### src/common/root_port_pkg.sv
// Constants and carrier types of the root port link and slot register bank
package root_port_pkg;
  // Register indices as printed; byte address is four times the index
  localparam logic [9:0] IDX_LINK_STATUS = 10'h07e;
  localparam logic [9:0] IDX_SLOT_CAP    = 10'h080;
  localparam logic [9:0] IDX_SLOT_CTRL   = 10'h084;
  localparam logic [9:0] IDX_SLOT_STATUS = 10'h086;
  localparam logic [11:0] ADDR_LINK_STATUS = {IDX_LINK_STATUS, 2'b00};
  localparam logic [11:0] ADDR_SLOT_CAP    = {IDX_SLOT_CAP, 2'b00};
  localparam logic [11:0] ADDR_SLOT_CTRL   = {IDX_SLOT_CTRL, 2'b00};
  localparam logic [11:0] ADDR_SLOT_STATUS = {IDX_SLOT_STATUS, 2'b00};
  // Link status fields
  localparam int LS_LINK_ACTIVE = 13;
  localparam int LS_SHARED_CLK  = 12;
  localparam int LS_TRAINING    = 11;
  localparam int LS_FAULT       = 10;
  localparam int LS_WIDTH_LO    = 4;
  localparam int LS_SPEED_LO    = 0;
  localparam logic       SHARED_CLK_RESET = 1'b1;
  localparam logic [5:0] WIDTH_X1   = 6'h01;
  localparam logic [5:0] WIDTH_X2   = 6'h02;
  localparam logic [5:0] WIDTH_X4   = 6'h04;
  localparam logic [5:0] WIDTH_X8   = 6'h08;
  localparam logic [5:0] WIDTH_NONE = 6'h00;
  localparam logic [3:0] SPEED_2G5  = 4'h1;
  // Slot capability fields
  localparam int CAP_SLOT_NUM_LO = 19;
  localparam int CAP_NO_CMD_DONE = 18;
  localparam int CAP_INTERLOCK   = 17;
  localparam int CAP_SCALE_LO    = 15;
  localparam int CAP_VALUE_LO    = 7;
  localparam int CAP_FLAGS_W     = 7;
  // Slot control fields
  localparam int CTL_LINK_CHG_EN = 12;
  localparam int CTL_POWER_OFF   = 10;
  localparam int CTL_PWR_IND_LO  = 8;
  localparam int CTL_ATN_IND_LO  = 6;
  localparam int CTL_MASTER_EN   = 5;
  localparam int CTL_CMD_DONE_EN = 4;
  localparam int CTL_PRES_EN     = 3;
  localparam int CTL_LOW_EN_W    = 3;
  localparam logic [1:0] IND_ON    = 2'b01;
  localparam logic [1:0] IND_BLINK = 2'b10;
  localparam logic [1:0] IND_OFF   = 2'b11;
  // Slot status fields
  localparam int ST_LINK_CHG  = 8;
  localparam int ST_CMD_DONE  = 4;
  localparam int ST_PRES_CHG  = 3;
  // Blink timing
  localparam longint CLK_HZ         = 64'd100000000;
  localparam longint BLINK_MILLI_HZ = 64'd1500;
  localparam longint BLINK_HALF_CYCLES = (CLK_HZ * 64'd1000) / (64'd2 * BLINK_MILLI_HZ);
  // AHB-Lite encodings
  localparam logic [1:0] HTRANS_NONSEQ = 2'b10;
  localparam logic [1:0] HTRANS_SEQ    = 2'b11;
  localparam logic [2:0] HSIZE_WORD    = 3'b010;

  typedef struct packed {
    logic       dl_active;
    logic       in_detect;
    logic       in_config;
    logic       in_recovery;
    logic       in_l0;
    logic       train_error;
    logic       x8_slave;
    logic [5:0] width;
  } link_state_s;

  typedef struct packed {
    logic       valid;
    logic [1:0] code;
  } ind_msg_s;
endpackage

### src/rtl/blink_divider.sv
// Free-running divider that makes the indicator blink square wave
`timescale 1ns/1ps
module blink_divider #(
  parameter longint HALF_CYCLES = root_port_pkg::BLINK_HALF_CYCLES
) (
  input  wire logic hclk,
  input  wire logic hresetn,
  output logic      blink
);
  localparam int CW = $clog2(HALF_CYCLES);
  localparam logic [CW-1:0] LAST = CW'(HALF_CYCLES - 1);
  logic [CW-1:0] count;

  generate
    if (HALF_CYCLES < 2) begin : g_bad
      $error("blink half period too short");
    end
  endgenerate

  // Equal halves: toggle every HALF_CYCLES cycles
  always_ff @(posedge hclk or negedge hresetn) begin
    if (!hresetn) begin
      count <= '0;
      blink <= 1'b0;
    end else if (count == LAST) begin
      count <= '0;
      blink <= ~blink;
    end else begin
      count <= count + 1'b1;
    end
  end

  half_equal_a: assert property (@(posedge hclk) disable iff (!hresetn)
    $changed(blink) |-> count == '0) else $error("blink edge off the count wrap");
endmodule

### src/rtl/link_slot_regs.sv
// Root port link status, slot capability and slot control register bank
`timescale 1ns/1ps
module link_slot_regs #(
  parameter int     PORT_NUM    = 1,
  parameter longint BLINK_HALF  = root_port_pkg::BLINK_HALF_CYCLES
) (
  input  wire logic                       hclk,
  input  wire logic                       hresetn,
  input  wire logic                       hsel,
  input  wire logic [31:0]                haddr,
  input  wire logic [1:0]                 htrans,
  input  wire logic                       hwrite,
  input  wire logic [2:0]                 hsize,
  input  wire logic [31:0]                hwdata,
  input  wire logic                       hready,
  output logic                            hreadyout,
  output logic [31:0]                     hrdata,
  output logic                            hresp,
  input  wire root_port_pkg::link_state_s link_state,
  input  wire logic                       retrain_request,
  input  wire logic                       presence_change,
  input  wire logic                       legacy_card,
  output logic                            slot_power_off,
  output root_port_pkg::ind_msg_s         power_ind_msg,
  output root_port_pkg::ind_msg_s         attn_ind_msg,
  output logic                            vpin_power_ind,
  output logic                            vpin_attn_ind,
  output logic                            cmd_strobe,
  output logic                            hotplug_irq
);
  localparam logic X8_OK = (PORT_NUM == 2) || (PORT_NUM == 4) || (PORT_NUM == 6);

  generate
    if (PORT_NUM < 0 || PORT_NUM > 7) begin : g_bad
      $error("PORT_NUM must be 0 to 7");
    end
  endgenerate

  // Bus pipeline state
  logic        wr_pend;
  logic [11:0] wr_addr;
  logic        req;
  logic [31:0] rd_word;

  // Link status state
  logic       shared_refclk_flag;
  logic       refclk_locked;
  logic       retrain_pending;
  logic       left_detect;
  logic       training_fault;
  logic [5:0] negotiated_width;
  logic       training_active;
  logic       l0_prev;
  logic       dl_prev;

  // Slot capability state
  logic                                 cap_locked;
  logic [12:0]                          physical_slot_number;
  logic [1:0]                           slot_power_scale;
  logic [7:0]                           slot_power_value;
  logic [root_port_pkg::CAP_FLAGS_W-1:0] cap_flags;

  // Slot control and status state
  logic                                   link_active_change_enable;
  logic                                   slot_power_control;
  logic [1:0]                             power_indicator_control;
  logic [1:0]                             attention_indicator_control;
  logic                                   hotplug_master_enable;
  logic                                   cmd_done_irq_enable;
  logic                                   presence_change_irq_enable;
  logic [root_port_pkg::CTL_LOW_EN_W-1:0] low_irq_enables;
  logic                                   cmd_done_status;
  logic                                   presence_status;
  logic                                   link_change_status;

  // Legacy card pin synchroniser
  logic legacy_meta;
  logic legacy_sync;
  logic blink;

  logic [31:0] link_word;
  logic [31:0] cap_word;
  logic [31:0] ctrl_word;
  logic [31:0] status_word;
  logic        wr_link;
  logic        wr_cap;
  logic        wr_ctrl;
  logic        wr_status;
  logic        cmd_changed;
  logic [1:0]  next_pwr_ind;
  logic [1:0]  next_atn_ind;
  logic        in_training;

  blink_divider #(
    .HALF_CYCLES (BLINK_HALF)
  ) u_blink (
    .hclk    (hclk),
    .hresetn (hresetn),
    .blink   (blink)
  );

  // Bus slave: always zero wait, every response OKAY
  assign req       = hsel && hready && (htrans == root_port_pkg::HTRANS_NONSEQ ||
                                        htrans == root_port_pkg::HTRANS_SEQ);
  assign hreadyout = 1'b1;
  assign hresp     = 1'b0;
  assign wr_link   = wr_pend && wr_addr == root_port_pkg::ADDR_LINK_STATUS;
  assign wr_cap    = wr_pend && wr_addr == root_port_pkg::ADDR_SLOT_CAP;
  assign wr_ctrl   = wr_pend && wr_addr == root_port_pkg::ADDR_SLOT_CTRL;
  assign wr_status = wr_pend && wr_addr == root_port_pkg::ADDR_SLOT_STATUS;

  always_ff @(posedge hclk or negedge hresetn) begin
    if (!hresetn) begin
      wr_pend <= 1'b0;
      wr_addr <= '0;
    end else begin
      wr_pend <= req && hwrite && hsize == root_port_pkg::HSIZE_WORD;
      wr_addr <= {haddr[11:2], 2'b00};
    end
  end

  // Read word is sampled in the address phase, so a read right behind a write misses that write
  always_comb begin
    if (haddr[11:0] == root_port_pkg::ADDR_LINK_STATUS) begin
      rd_word = link_word;
    end else if (haddr[11:0] == root_port_pkg::ADDR_SLOT_CAP) begin
      rd_word = cap_word;
    end else if (haddr[11:0] == root_port_pkg::ADDR_SLOT_CTRL) begin
      rd_word = ctrl_word;
    end else if (haddr[11:0] == root_port_pkg::ADDR_SLOT_STATUS) begin
      rd_word = status_word;
    end else begin
      rd_word = '0;
    end
  end

  always_ff @(posedge hclk or negedge hresetn) begin
    if (!hresetn) begin
      hrdata <= '0;
    end else if (req && !hwrite) begin
      hrdata <= rd_word;
    end
  end

  // Link status register
  assign in_training     = link_state.in_config || link_state.in_recovery;
  assign training_active = in_training || retrain_pending;
  assign link_word = {16'h0000,
                      2'b00,
                      link_state.dl_active,
                      shared_refclk_flag,
                      training_active,
                      training_fault,
                      negotiated_width,
                      root_port_pkg::SPEED_2G5};

  always_ff @(posedge hclk or negedge hresetn) begin
    if (!hresetn) begin
      shared_refclk_flag <= root_port_pkg::SHARED_CLK_RESET;
      refclk_locked      <= 1'b0;
    end else if (wr_link && !refclk_locked) begin
      shared_refclk_flag <= hwdata[root_port_pkg::LS_SHARED_CLK];
      refclk_locked      <= 1'b1;
    end
  end

  always_ff @(posedge hclk or negedge hresetn) begin
    if (!hresetn) begin
      retrain_pending <= 1'b0;
    end else if (retrain_request) begin
      retrain_pending <= 1'b1;
    end else if (in_training) begin
      retrain_pending <= 1'b0;
    end
  end

  always_ff @(posedge hclk or negedge hresetn) begin
    if (!hresetn) begin
      left_detect <= 1'b0;
    end else if (in_training) begin
      left_detect <= 1'b1;
    end else if (link_state.in_detect) begin
      left_detect <= 1'b0;
    end
  end

  // A fault report in the L0 cycle still wins over the clear
  always_ff @(posedge hclk or negedge hresetn) begin
    if (!hresetn) begin
      training_fault <= 1'b0;
    end else if (link_state.train_error && ((left_detect && !link_state.in_detect) || in_training)) begin
      training_fault <= 1'b1;
    end else if (link_state.in_l0) begin
      training_fault <= 1'b0;
    end
  end

  // Width captured when training reaches L0; codes the port cannot reach are ignored
  always_ff @(posedge hclk or negedge hresetn) begin
    if (!hresetn) begin
      negotiated_width <= root_port_pkg::WIDTH_X4;
      l0_prev          <= 1'b0;
    end else begin
      l0_prev <= link_state.in_l0;
      if (link_state.in_l0 && !l0_prev) begin
        if (link_state.x8_slave) begin
          negotiated_width <= root_port_pkg::WIDTH_NONE;
        end else if (link_state.width == root_port_pkg::WIDTH_X1 ||
                     link_state.width == root_port_pkg::WIDTH_X2 ||
                     link_state.width == root_port_pkg::WIDTH_X4 ||
                     (X8_OK && link_state.width == root_port_pkg::WIDTH_X8)) begin
          negotiated_width <= link_state.width;
        end
      end
    end
  end

  // Slot capability: the first write locks the whole register
  assign cap_word = {physical_slot_number,
                     1'b0,
                     1'b0,
                     slot_power_scale,
                     slot_power_value,
                     cap_flags};

  always_ff @(posedge hclk or negedge hresetn) begin
    if (!hresetn) begin
      cap_locked           <= 1'b0;
      physical_slot_number <= '0;
      slot_power_scale     <= '0;
      slot_power_value     <= '0;
      cap_flags            <= '0;
    end else if (wr_cap && !cap_locked) begin
      cap_locked           <= 1'b1;
      physical_slot_number <= hwdata[31:root_port_pkg::CAP_SLOT_NUM_LO];
      slot_power_scale     <= hwdata[root_port_pkg::CAP_SCALE_LO+:2];
      slot_power_value     <= hwdata[root_port_pkg::CAP_VALUE_LO+:8];
      cap_flags            <= hwdata[root_port_pkg::CAP_FLAGS_W-1:0];
    end
  end

  // Slot control: each write is one command
  assign ctrl_word = {13'h0000,
                      1'b0,
                      5'h00,
                      link_active_change_enable,
                      1'b0,
                      slot_power_control,
                      power_indicator_control,
                      attention_indicator_control,
                      hotplug_master_enable,
                      cmd_done_irq_enable,
                      presence_change_irq_enable,
                      low_irq_enables};

  assign next_pwr_ind = hwdata[root_port_pkg::CTL_PWR_IND_LO+:2];
  assign next_atn_ind = hwdata[root_port_pkg::CTL_ATN_IND_LO+:2];
  assign cmd_changed  = wr_ctrl &&
                        (hwdata[root_port_pkg::CTL_POWER_OFF] != slot_power_control ||
                         next_pwr_ind != power_indicator_control ||
                         next_atn_ind != attention_indicator_control);
  assign cmd_strobe   = wr_ctrl;

  always_ff @(posedge hclk or negedge hresetn) begin
    if (!hresetn) begin
      link_active_change_enable   <= 1'b0;
      slot_power_control          <= 1'b0;
      power_indicator_control     <= root_port_pkg::IND_OFF;
      attention_indicator_control <= root_port_pkg::IND_OFF;
      hotplug_master_enable       <= 1'b0;
      cmd_done_irq_enable         <= 1'b0;
      presence_change_irq_enable  <= 1'b0;
      low_irq_enables             <= '0;
    end else if (wr_ctrl) begin
      link_active_change_enable   <= hwdata[root_port_pkg::CTL_LINK_CHG_EN];
      slot_power_control          <= hwdata[root_port_pkg::CTL_POWER_OFF];
      power_indicator_control     <= next_pwr_ind;
      attention_indicator_control <= next_atn_ind;
      hotplug_master_enable       <= hwdata[root_port_pkg::CTL_MASTER_EN];
      cmd_done_irq_enable         <= hwdata[root_port_pkg::CTL_CMD_DONE_EN];
      presence_change_irq_enable  <= hwdata[root_port_pkg::CTL_PRES_EN];
      low_irq_enables             <= hwdata[root_port_pkg::CTL_LOW_EN_W-1:0];
    end
  end

  // Indicator messages go out one cycle wide, only for a field whose value changes
  always_ff @(posedge hclk or negedge hresetn) begin
    if (!hresetn) begin
      power_ind_msg <= '0;
      attn_ind_msg  <= '0;
    end else begin
      power_ind_msg.valid <= wr_ctrl && next_pwr_ind != power_indicator_control;
      power_ind_msg.code  <= next_pwr_ind;
      attn_ind_msg.valid  <= wr_ctrl && next_atn_ind != attention_indicator_control;
      attn_ind_msg.code   <= next_atn_ind;
    end
  end

  // Slot status: hardware set wins over a write-one clear in the same cycle
  assign status_word = {23'h000000,
                        link_change_status,
                        3'b000,
                        cmd_done_status,
                        presence_status,
                        3'b000};

  always_ff @(posedge hclk or negedge hresetn) begin
    if (!hresetn) begin
      cmd_done_status <= 1'b0;
    end else if (cmd_changed) begin
      cmd_done_status <= 1'b1;
    end else if (wr_status && hwdata[root_port_pkg::ST_CMD_DONE]) begin
      cmd_done_status <= 1'b0;
    end
  end

  always_ff @(posedge hclk or negedge hresetn) begin
    if (!hresetn) begin
      presence_status <= 1'b0;
    end else if (presence_change) begin
      presence_status <= 1'b1;
    end else if (wr_status && hwdata[root_port_pkg::ST_PRES_CHG]) begin
      presence_status <= 1'b0;
    end
  end

  always_ff @(posedge hclk or negedge hresetn) begin
    if (!hresetn) begin
      dl_prev            <= 1'b0;
      link_change_status <= 1'b0;
    end else begin
      dl_prev <= link_state.dl_active;
      if (link_state.dl_active != dl_prev) begin
        link_change_status <= 1'b1;
      end else if (wr_status && hwdata[root_port_pkg::ST_LINK_CHG]) begin
        link_change_status <= 1'b0;
      end
    end
  end

  always_ff @(posedge hclk or negedge hresetn) begin
    if (!hresetn) begin
      hotplug_irq <= 1'b0;
    end else begin
      hotplug_irq <= hotplug_master_enable &&
                     ((cmd_done_status && cmd_done_irq_enable) ||
                      (presence_status && presence_change_irq_enable) ||
                      (link_change_status && link_active_change_enable));
    end
  end

  // Legacy card strap comes from a pin
  always_ff @(posedge hclk or negedge hresetn) begin
    if (!hresetn) begin
      legacy_meta <= 1'b0;
      legacy_sync <= 1'b0;
    end else begin
      legacy_meta <= legacy_card;
      legacy_sync <= legacy_meta;
    end
  end

  // Virtual pins driven only for legacy cards; reserved code 00 shows dark
  always_ff @(posedge hclk or negedge hresetn) begin
    if (!hresetn) begin
      vpin_power_ind <= 1'b0;
      vpin_attn_ind  <= 1'b0;
      slot_power_off <= 1'b0;
    end else begin
      slot_power_off <= slot_power_control;
      vpin_power_ind <= legacy_sync && (power_indicator_control == root_port_pkg::IND_ON ||
                        (power_indicator_control == root_port_pkg::IND_BLINK && blink));
      vpin_attn_ind  <= legacy_sync && (attention_indicator_control == root_port_pkg::IND_ON ||
                        (attention_indicator_control == root_port_pkg::IND_BLINK && blink));
    end
  end

  dl_flag_a: assert property (@(posedge hclk) disable iff (!hresetn)
    link_word[root_port_pkg::LS_LINK_ACTIVE] == link_state.dl_active) else $error("link active flag wrong");
  refclk_once_a: assert property (@(posedge hclk) disable iff (!hresetn)
    $past(refclk_locked) && $past(wr_link) |-> $stable(shared_refclk_flag)) else $error("refclk flag rewritten");
  retrain_hold_a: assert property (@(posedge hclk) disable iff (!hresetn)
    retrain_request ##1 !in_training |-> training_active) else $error("retrain not shown as training");
  fault_gate_a: assert property (@(posedge hclk) disable iff (!hresetn)
    $rose(training_fault) |-> $past(!link_state.in_detect) && $past(left_detect || in_training))
    else $error("fault set before leaving detect");
  fault_clear_a: assert property (@(posedge hclk) disable iff (!hresetn)
    link_state.in_l0 && !link_state.train_error |=> !training_fault) else $error("fault not cleared at L0");
  slave_width_a: assert property (@(posedge hclk) disable iff (!hresetn)
    link_state.in_l0 && !l0_prev && link_state.x8_slave |=> negotiated_width == 6'h00) else $error("slave width");
  speed_code_a: assert property (@(posedge hclk) disable iff (!hresetn)
    req && !hwrite && haddr[11:0] == root_port_pkg::ADDR_LINK_STATUS |=> hrdata[3:0] == 4'h1)
    else $error("speed code wrong");
  cap_once_a: assert property (@(posedge hclk) disable iff (!hresetn)
    cap_locked && wr_cap |=> $stable(cap_word)) else $error("capability rewritten");
  cmd_done_a: assert property (@(posedge hclk) disable iff (!hresetn)
    cmd_changed |=> cmd_done_status ##1 (cmd_done_status || $past(wr_status))) else $error("no command done");
  no_change_a: assert property (@(posedge hclk) disable iff (!hresetn)
    !cmd_changed && !cmd_done_status |=> !cmd_done_status) else $error("spurious command done");
  msg_sent_a: assert property (@(posedge hclk) disable iff (!hresetn)
    wr_ctrl && next_pwr_ind != power_indicator_control |=> power_ind_msg.valid && power_ind_msg.code == $past(next_pwr_ind))
    else $error("power indicator message missing");
  irq_gate_a: assert property (@(posedge hclk) disable iff (!hresetn)
    !hotplug_master_enable |=> !hotplug_irq) else $error("interrupt without master enable");
endmodule

### config.mk
export PLATFORM = sky130hd
export DESIGN_NAME = link_slot_regs
export DESIGN_NICKNAME = d
export VERILOG_FILES = /design/src/common/root_port_pkg.sv /design/src/rtl/blink_divider.sv /design/src/rtl/link_slot_regs.sv
export SDC_FILE = /design/constraint.sdc
export NUM_CORES = 1
export LEC_CHECK = 0
export BUFFER_PORTS_ARGS = -buffer_cell sky130_fd_sc_hd__clkbuf_2
export CAP_MARGIN = 20
export CORE_MARGIN = 10
export CORE_UTILIZATION = 25
export DETAILED_ROUTE_END_ITERATION = 10
export GPL_ROUTABILITY_DRIVEN = 0
export SYNTH_ARGS = -nofsm -noshare
export SYNTH_HDL_FRONTEND = slang
export SYNTH_SLANG_ARGS = --single-unit
### constraint.sdc
create_clock -name hclk -period 2.01 [get_ports hclk]
set_clock_uncertainty 0.05 [all_clocks]
set_input_delay 0.1005 -clock hclk [delete_from_list [all_inputs] [get_ports hclk]]
set_output_delay 0.1005 -clock hclk [all_outputs]
set_load 0.005 [all_outputs]
==> metrics.log <==
INFO  metric drt.antenna.violating_nets = 0
INFO  metric vias_in_the_first_global_route = about 4,900
INFO  metric worst_setup_path_start_kind = flop
INFO  metric p_leak = approximately 3.7 nW
INFO  metric r2r-start = wr_addr[6]
INFO  metric grt_start_max_net_pins = 59
INFO  metric cpPeakStageDelay = 0.56 ns
INFO  metric rows = 56
INFO  metric detailroute.via_count = between 4,000 and 5,000
INFO  metric design.core.area = 0.0234 mm^2
INFO  metric synth.cell_area = 0.00591 mm^2
INFO  metric post_synth_num_cell_types = 54
INFO  metric synth_flop_cell = sky130_fd_sc_hd__dfrtp_1
INFO  metric worst-endpoint-arrival = a little under 2 ns
INFO  metric critPathSlowestCell = sky130_fd_sc_hd__or4b_4
INFO  metric area_growth = 39.9%
INFO  metric detail_route.iter0.violations = 257
INFO  metric timing.final.crit_period = about 2.1 ns
INFO  metric root_buffer_master = sky130_fd_sc_hd__clkbuf_16
INFO  metric timing.critical_path.fanout_max = 4
INFO  metric reg2regPathDepth = 7
INFO  metric clkLatencyLatePin = around 0.42 ns
INFO  metric synth_top_family_by_area = simple AND/OR/NAND/NOR gates
INFO  metric combinational_cell_fraction_of_total_power = 0.072
INFO  metric die_width = 174 um
INFO  metric regToRegSetupSlack = -0.09 ns
INFO  metric syn_area_per_cell = 11.7 um^2
INFO  metric seqPwrFrac = 0.434
INFO  metric synth_simple_gate_area_share = 0.174
INFO  metric result_of_the_run = finished with violations
INFO  metric pwr_density_cell = 830 mW/mm^2
INFO  metric clock_tree.htree_level_count = 4
INFO  metric rel_slew_slack = 0.605
INFO  metric cts_tree = built
INFO  metric synthArstFlopShare = 1.00
INFO  metric synth-seq-area-share = 0.585
INFO  metric switching_share = 0.232
INFO  metric syn_inst = 507
INFO  metric yosys.area_share.adder = 0.00423
INFO  metric clkSinkCount = approximately 140
INFO  metric crit_required = 1.86 ns
INFO  metric starting_density = 0.253
INFO  metric hold_viol_final = 0
INFO  metric die_h = 174 um
INFO  metric slew_viol_final = 0
INFO  metric r2r_end = link_active_change_enable
INFO  metric ctsLongestPathBuffers = 2
INFO  metric route.detailed.drc = 0
INFO  metric failing_checks = negative setup slack
INFO  metric holdWs = about 0.021 ns
INFO  metric power.clock.fraction = 0.493
INFO  metric rsz0062_at_grt = yes
INFO  metric post-synth-top-area-cell = sky130_fd_sc_hd__dfrtp_1
INFO  metric vdd_drop_max = 0.464 mV
INFO  metric tightestPinTransition = roughly 0.59 ns
INFO  metric synth_edf_count = 0
INFO  metric dieArea = 0.0302 mm^2
INFO  metric drt_wl_total = 16.1 mm
INFO  metric cell_internal_pwr = about 0.0053 W
INFO  metric timing.final.crit_share = 1.06
INFO  metric critical-path-top-delay-family = simple AND/OR/NAND/NOR gates
INFO  metric grt.overflow.total = 0
INFO  metric holdCritPathClass = in2reg
INFO  metric total_power = 0.00686 W
INFO  metric detailedRoute.firstPassIterationCount = 5
INFO  metric avgRoutedWirePerCell = 15.6 um
INFO  metric cap_viol_max_count = 0
INFO  metric net-switching-power = 0.00159 W
INFO  metric path_clk_slew = 0.06 ns
INFO  metric ys_ff_latch = 138
INFO  metric antenna_violations_before_repair = 1
INFO  metric mux_contribution_to_synthesized_area = 0.112
INFO  metric worst_hold_path.endpoint = wr_addr[4]
INFO  metric top_level_ports = 135
INFO  metric yosys.area_share.xor_xnor = 0.0326
INFO  metric tritoncts_buffer_count = 17
INFO  metric critPathBufInv = 3
INFO  metric fraction_of_post_synthesis_cell_area_in_the_top_cell_type_by_area = 0.559
INFO  metric nFillCells = around 2,400
INFO  metric via_per_inst = roughly 4.4
INFO  metric layout.nets = approximately 800
INFO  metric cp_cell_sequence = or4b_4 > nor4_4 > buf_4 > nand2_4 > inv_2 > buf_6
INFO  metric endpoint_kind = primary output
INFO  metric leading_cell_type_by_number_of_instances_after_synthesis = sky130_fd_sc_hd__dfrtp_1
INFO  metric grt.total_usage = 0.109
INFO  metric placement.io_buffers = 107
INFO  metric synth_compound_gate_area_share = 0.0631
INFO  metric setup_violations = 5
INFO  metric final_worst_slack = -0.122 ns
INFO  metric grt_pass1_wl = 26.4 mm
INFO  metric fmax = approximately 470 MHz
INFO  metric timing.setup.critical_path_class = reg2out
INFO  metric netlist_top_cells_count = sky130_fd_sc_hd__dfrtp_1, sky130_fd_sc_hd__nand2_1, sky130_fd_sc_hd__mux2_2, sky130_fd_sc_hd__nand3_1, sky130_fd_sc_hd__nor2_1
INFO  metric post_dp_hpwl = around 11 mm
INFO  metric netlist_top_cells_area = sky130_fd_sc_hd__dfrtp_1, sky130_fd_sc_hd__mux2_2, sky130_fd_sc_hd__nand2_1
INFO  metric hold_path_depth = 2
INFO  metric synthesis.yosys.warnings = 0
INFO  metric final_layout_size_suffix_gt1_frac = 0.347
INFO  metric worstHoldStart = haddr[4]
==> metrics by stage <==
stage / cell area, um^2 / setup slack, ns / utilization / instances / TNS (ns)
after floorplan: 5920 / 0.000113 / - / 509 / 0
after global placement: 7040 / 0.0255 / 0.301 / 939 / 0
after detailed placement: 7040 / 0.00200 / 0.301 / 939 / 0
after CTS: 8240 / -0.242 / 0.352 / 1028 / -1.42
after global routing: 8270 / -0.247 / 0.353 / 1029 / -2.95
final: 8270 / -0.122 / 0.353 / 1029 / -0.269
==> cell families after synthesis <==
logic type	Yosys count
AOI/OAI and AO/OA	58
xor gates and xnor gates	22
adders and majority gates	2
buffers and inverters	35
DFF	138
muxes	60
other	2
and+or+nand+nor	190
==> power groups by stage <==
stage	Clock [W]	Sequential (W)	Combinational [W]
detailed placement	0	0.00303	0.000427
CTS	0.00347	0.00298	0.000510
floorplan	0	0.00301	0.000169
finish	0.00338	0.00298	0.000497
global route	0.00360	0.00300	0.000556
global placement	0	0.00302	0.000420
==> state kept, by name (all words and copies together), names as in the netlist, 6 cells and up <==
name and cells:
hrdata 30, slot_power_value 8, physical_slot_number 13, u_blink.count 25, negotiated_width 6, wr_addr 10
cap_flags 7
==> area by class of cell <==
cell class | count | area, um^2 | area share
clock inverter | 13 | 191 | 0.0232
tap | 319 | 399 | 0.0483
clock buffer | 19 | 443 | 0.0536
inverter | 8 | 30.0 | 0.00363
timing repair buffer | 195 | 1400 | 0.170
sequential | 138 | 3460 | 0.419
antenna | 1 | 2.50 | 0.000303
multi-input combinational | 336 | 2340 | 0.283
==> metal layers <==
layer	part of all wire	track usage	vias up	wire [um]
li1	-	-	2172	-
met1	0.46	0.136	2231	7420
met2	0.48	0.174	103	7680
met3	0.037	0.0266	23	589
met4	0.022	0.0502	0	361
met5	0	0	-	0
==> cell usage in the layout (no fill, tap or decap), types with 6 or more instances in the layout <==
| cell | n |
|---|---|
| sky130_fd_sc_hd__dfrtp_1 | 132 |
| sky130_fd_sc_hd__clkbuf_2 | 105 |
| sky130_fd_sc_hd__nand2_1 | 56 |
| sky130_fd_sc_hd__dlygate4sd3_1 | 53 |
| sky130_fd_sc_hd__mux2_2 | 49 |
| sky130_fd_sc_hd__nand3_1 | 33 |
| sky130_fd_sc_hd__buf_4 | 30 |
| sky130_fd_sc_hd__nor2_1 | 26 |
| sky130_fd_sc_hd__clkbuf_16 | 17 |
| sky130_fd_sc_hd__xnor2_1 | 16 |
| sky130_fd_sc_hd__o21ai_0 | 16 |
| sky130_fd_sc_hd__a21oi_1 | 15 |
| sky130_fd_sc_hd__nand4_1 | 13 |
| sky130_fd_sc_hd__and2_1 | 9 |
| sky130_fd_sc_hd__mux2i_1 | 9 |
| sky130_fd_sc_hd__inv_1 | 7 |
| sky130_fd_sc_hd__xor2_1 | 6 |
| sky130_fd_sc_hd__or3_1 | 6 |
| sky130_fd_sc_hd__a32oi_1 | 6 |
| sky130_fd_sc_hd__dfstp_2 | 6 |
==> worst max-delay path by stage <==
stage / startpoint / to / slack [ns] / depth (start not counted)
2_1_floorplan: u_blink.count[0] / u_blink.count[24] / 0.0001 / 5
3_3_place_gp: wr_addr[7] / slot_power_scale[1] / 0.03 / 5
3_5_place_dp: wr_addr[7] / cap_flags[1] / 0.002 / 5
4_1_cts: wr_addr[11] / cmd_strobe / -0.24 / 7
5_1_grt: wr_addr[6] / cmd_strobe / -0.25 / 6
6_report: wr_addr[6] / cmd_strobe / -0.12 / 6
==> what timing repair did <==
item | in CTS | in global routing
buffers inserted | 4 | 1
pin swaps | 2 | 2
hold buffers | 53 | 0
setup endpoints to repair | 3 | 47
gates resized for setup | 3 | 5
hold endpoints to repair | 126 | 0
==> worst register-to-register path, cell delays in order, from the launching register on <==
cell and delay [ns]:
sky130_fd_sc_hd__dfrtp_1 0.37, sky130_fd_sc_hd__or4b_4 0.56, sky130_fd_sc_hd__nor4_4 0.24, sky130_fd_sc_hd__buf_4 0.16
sky130_fd_sc_hd__nand2_4 0.07, sky130_fd_sc_hd__buf_4 0.15, sky130_fd_sc_hd__buf_4 0.13, sky130_fd_sc_hd__mux2_2 0.26
No activity file was read; power rests on OpenSTA's default activity.
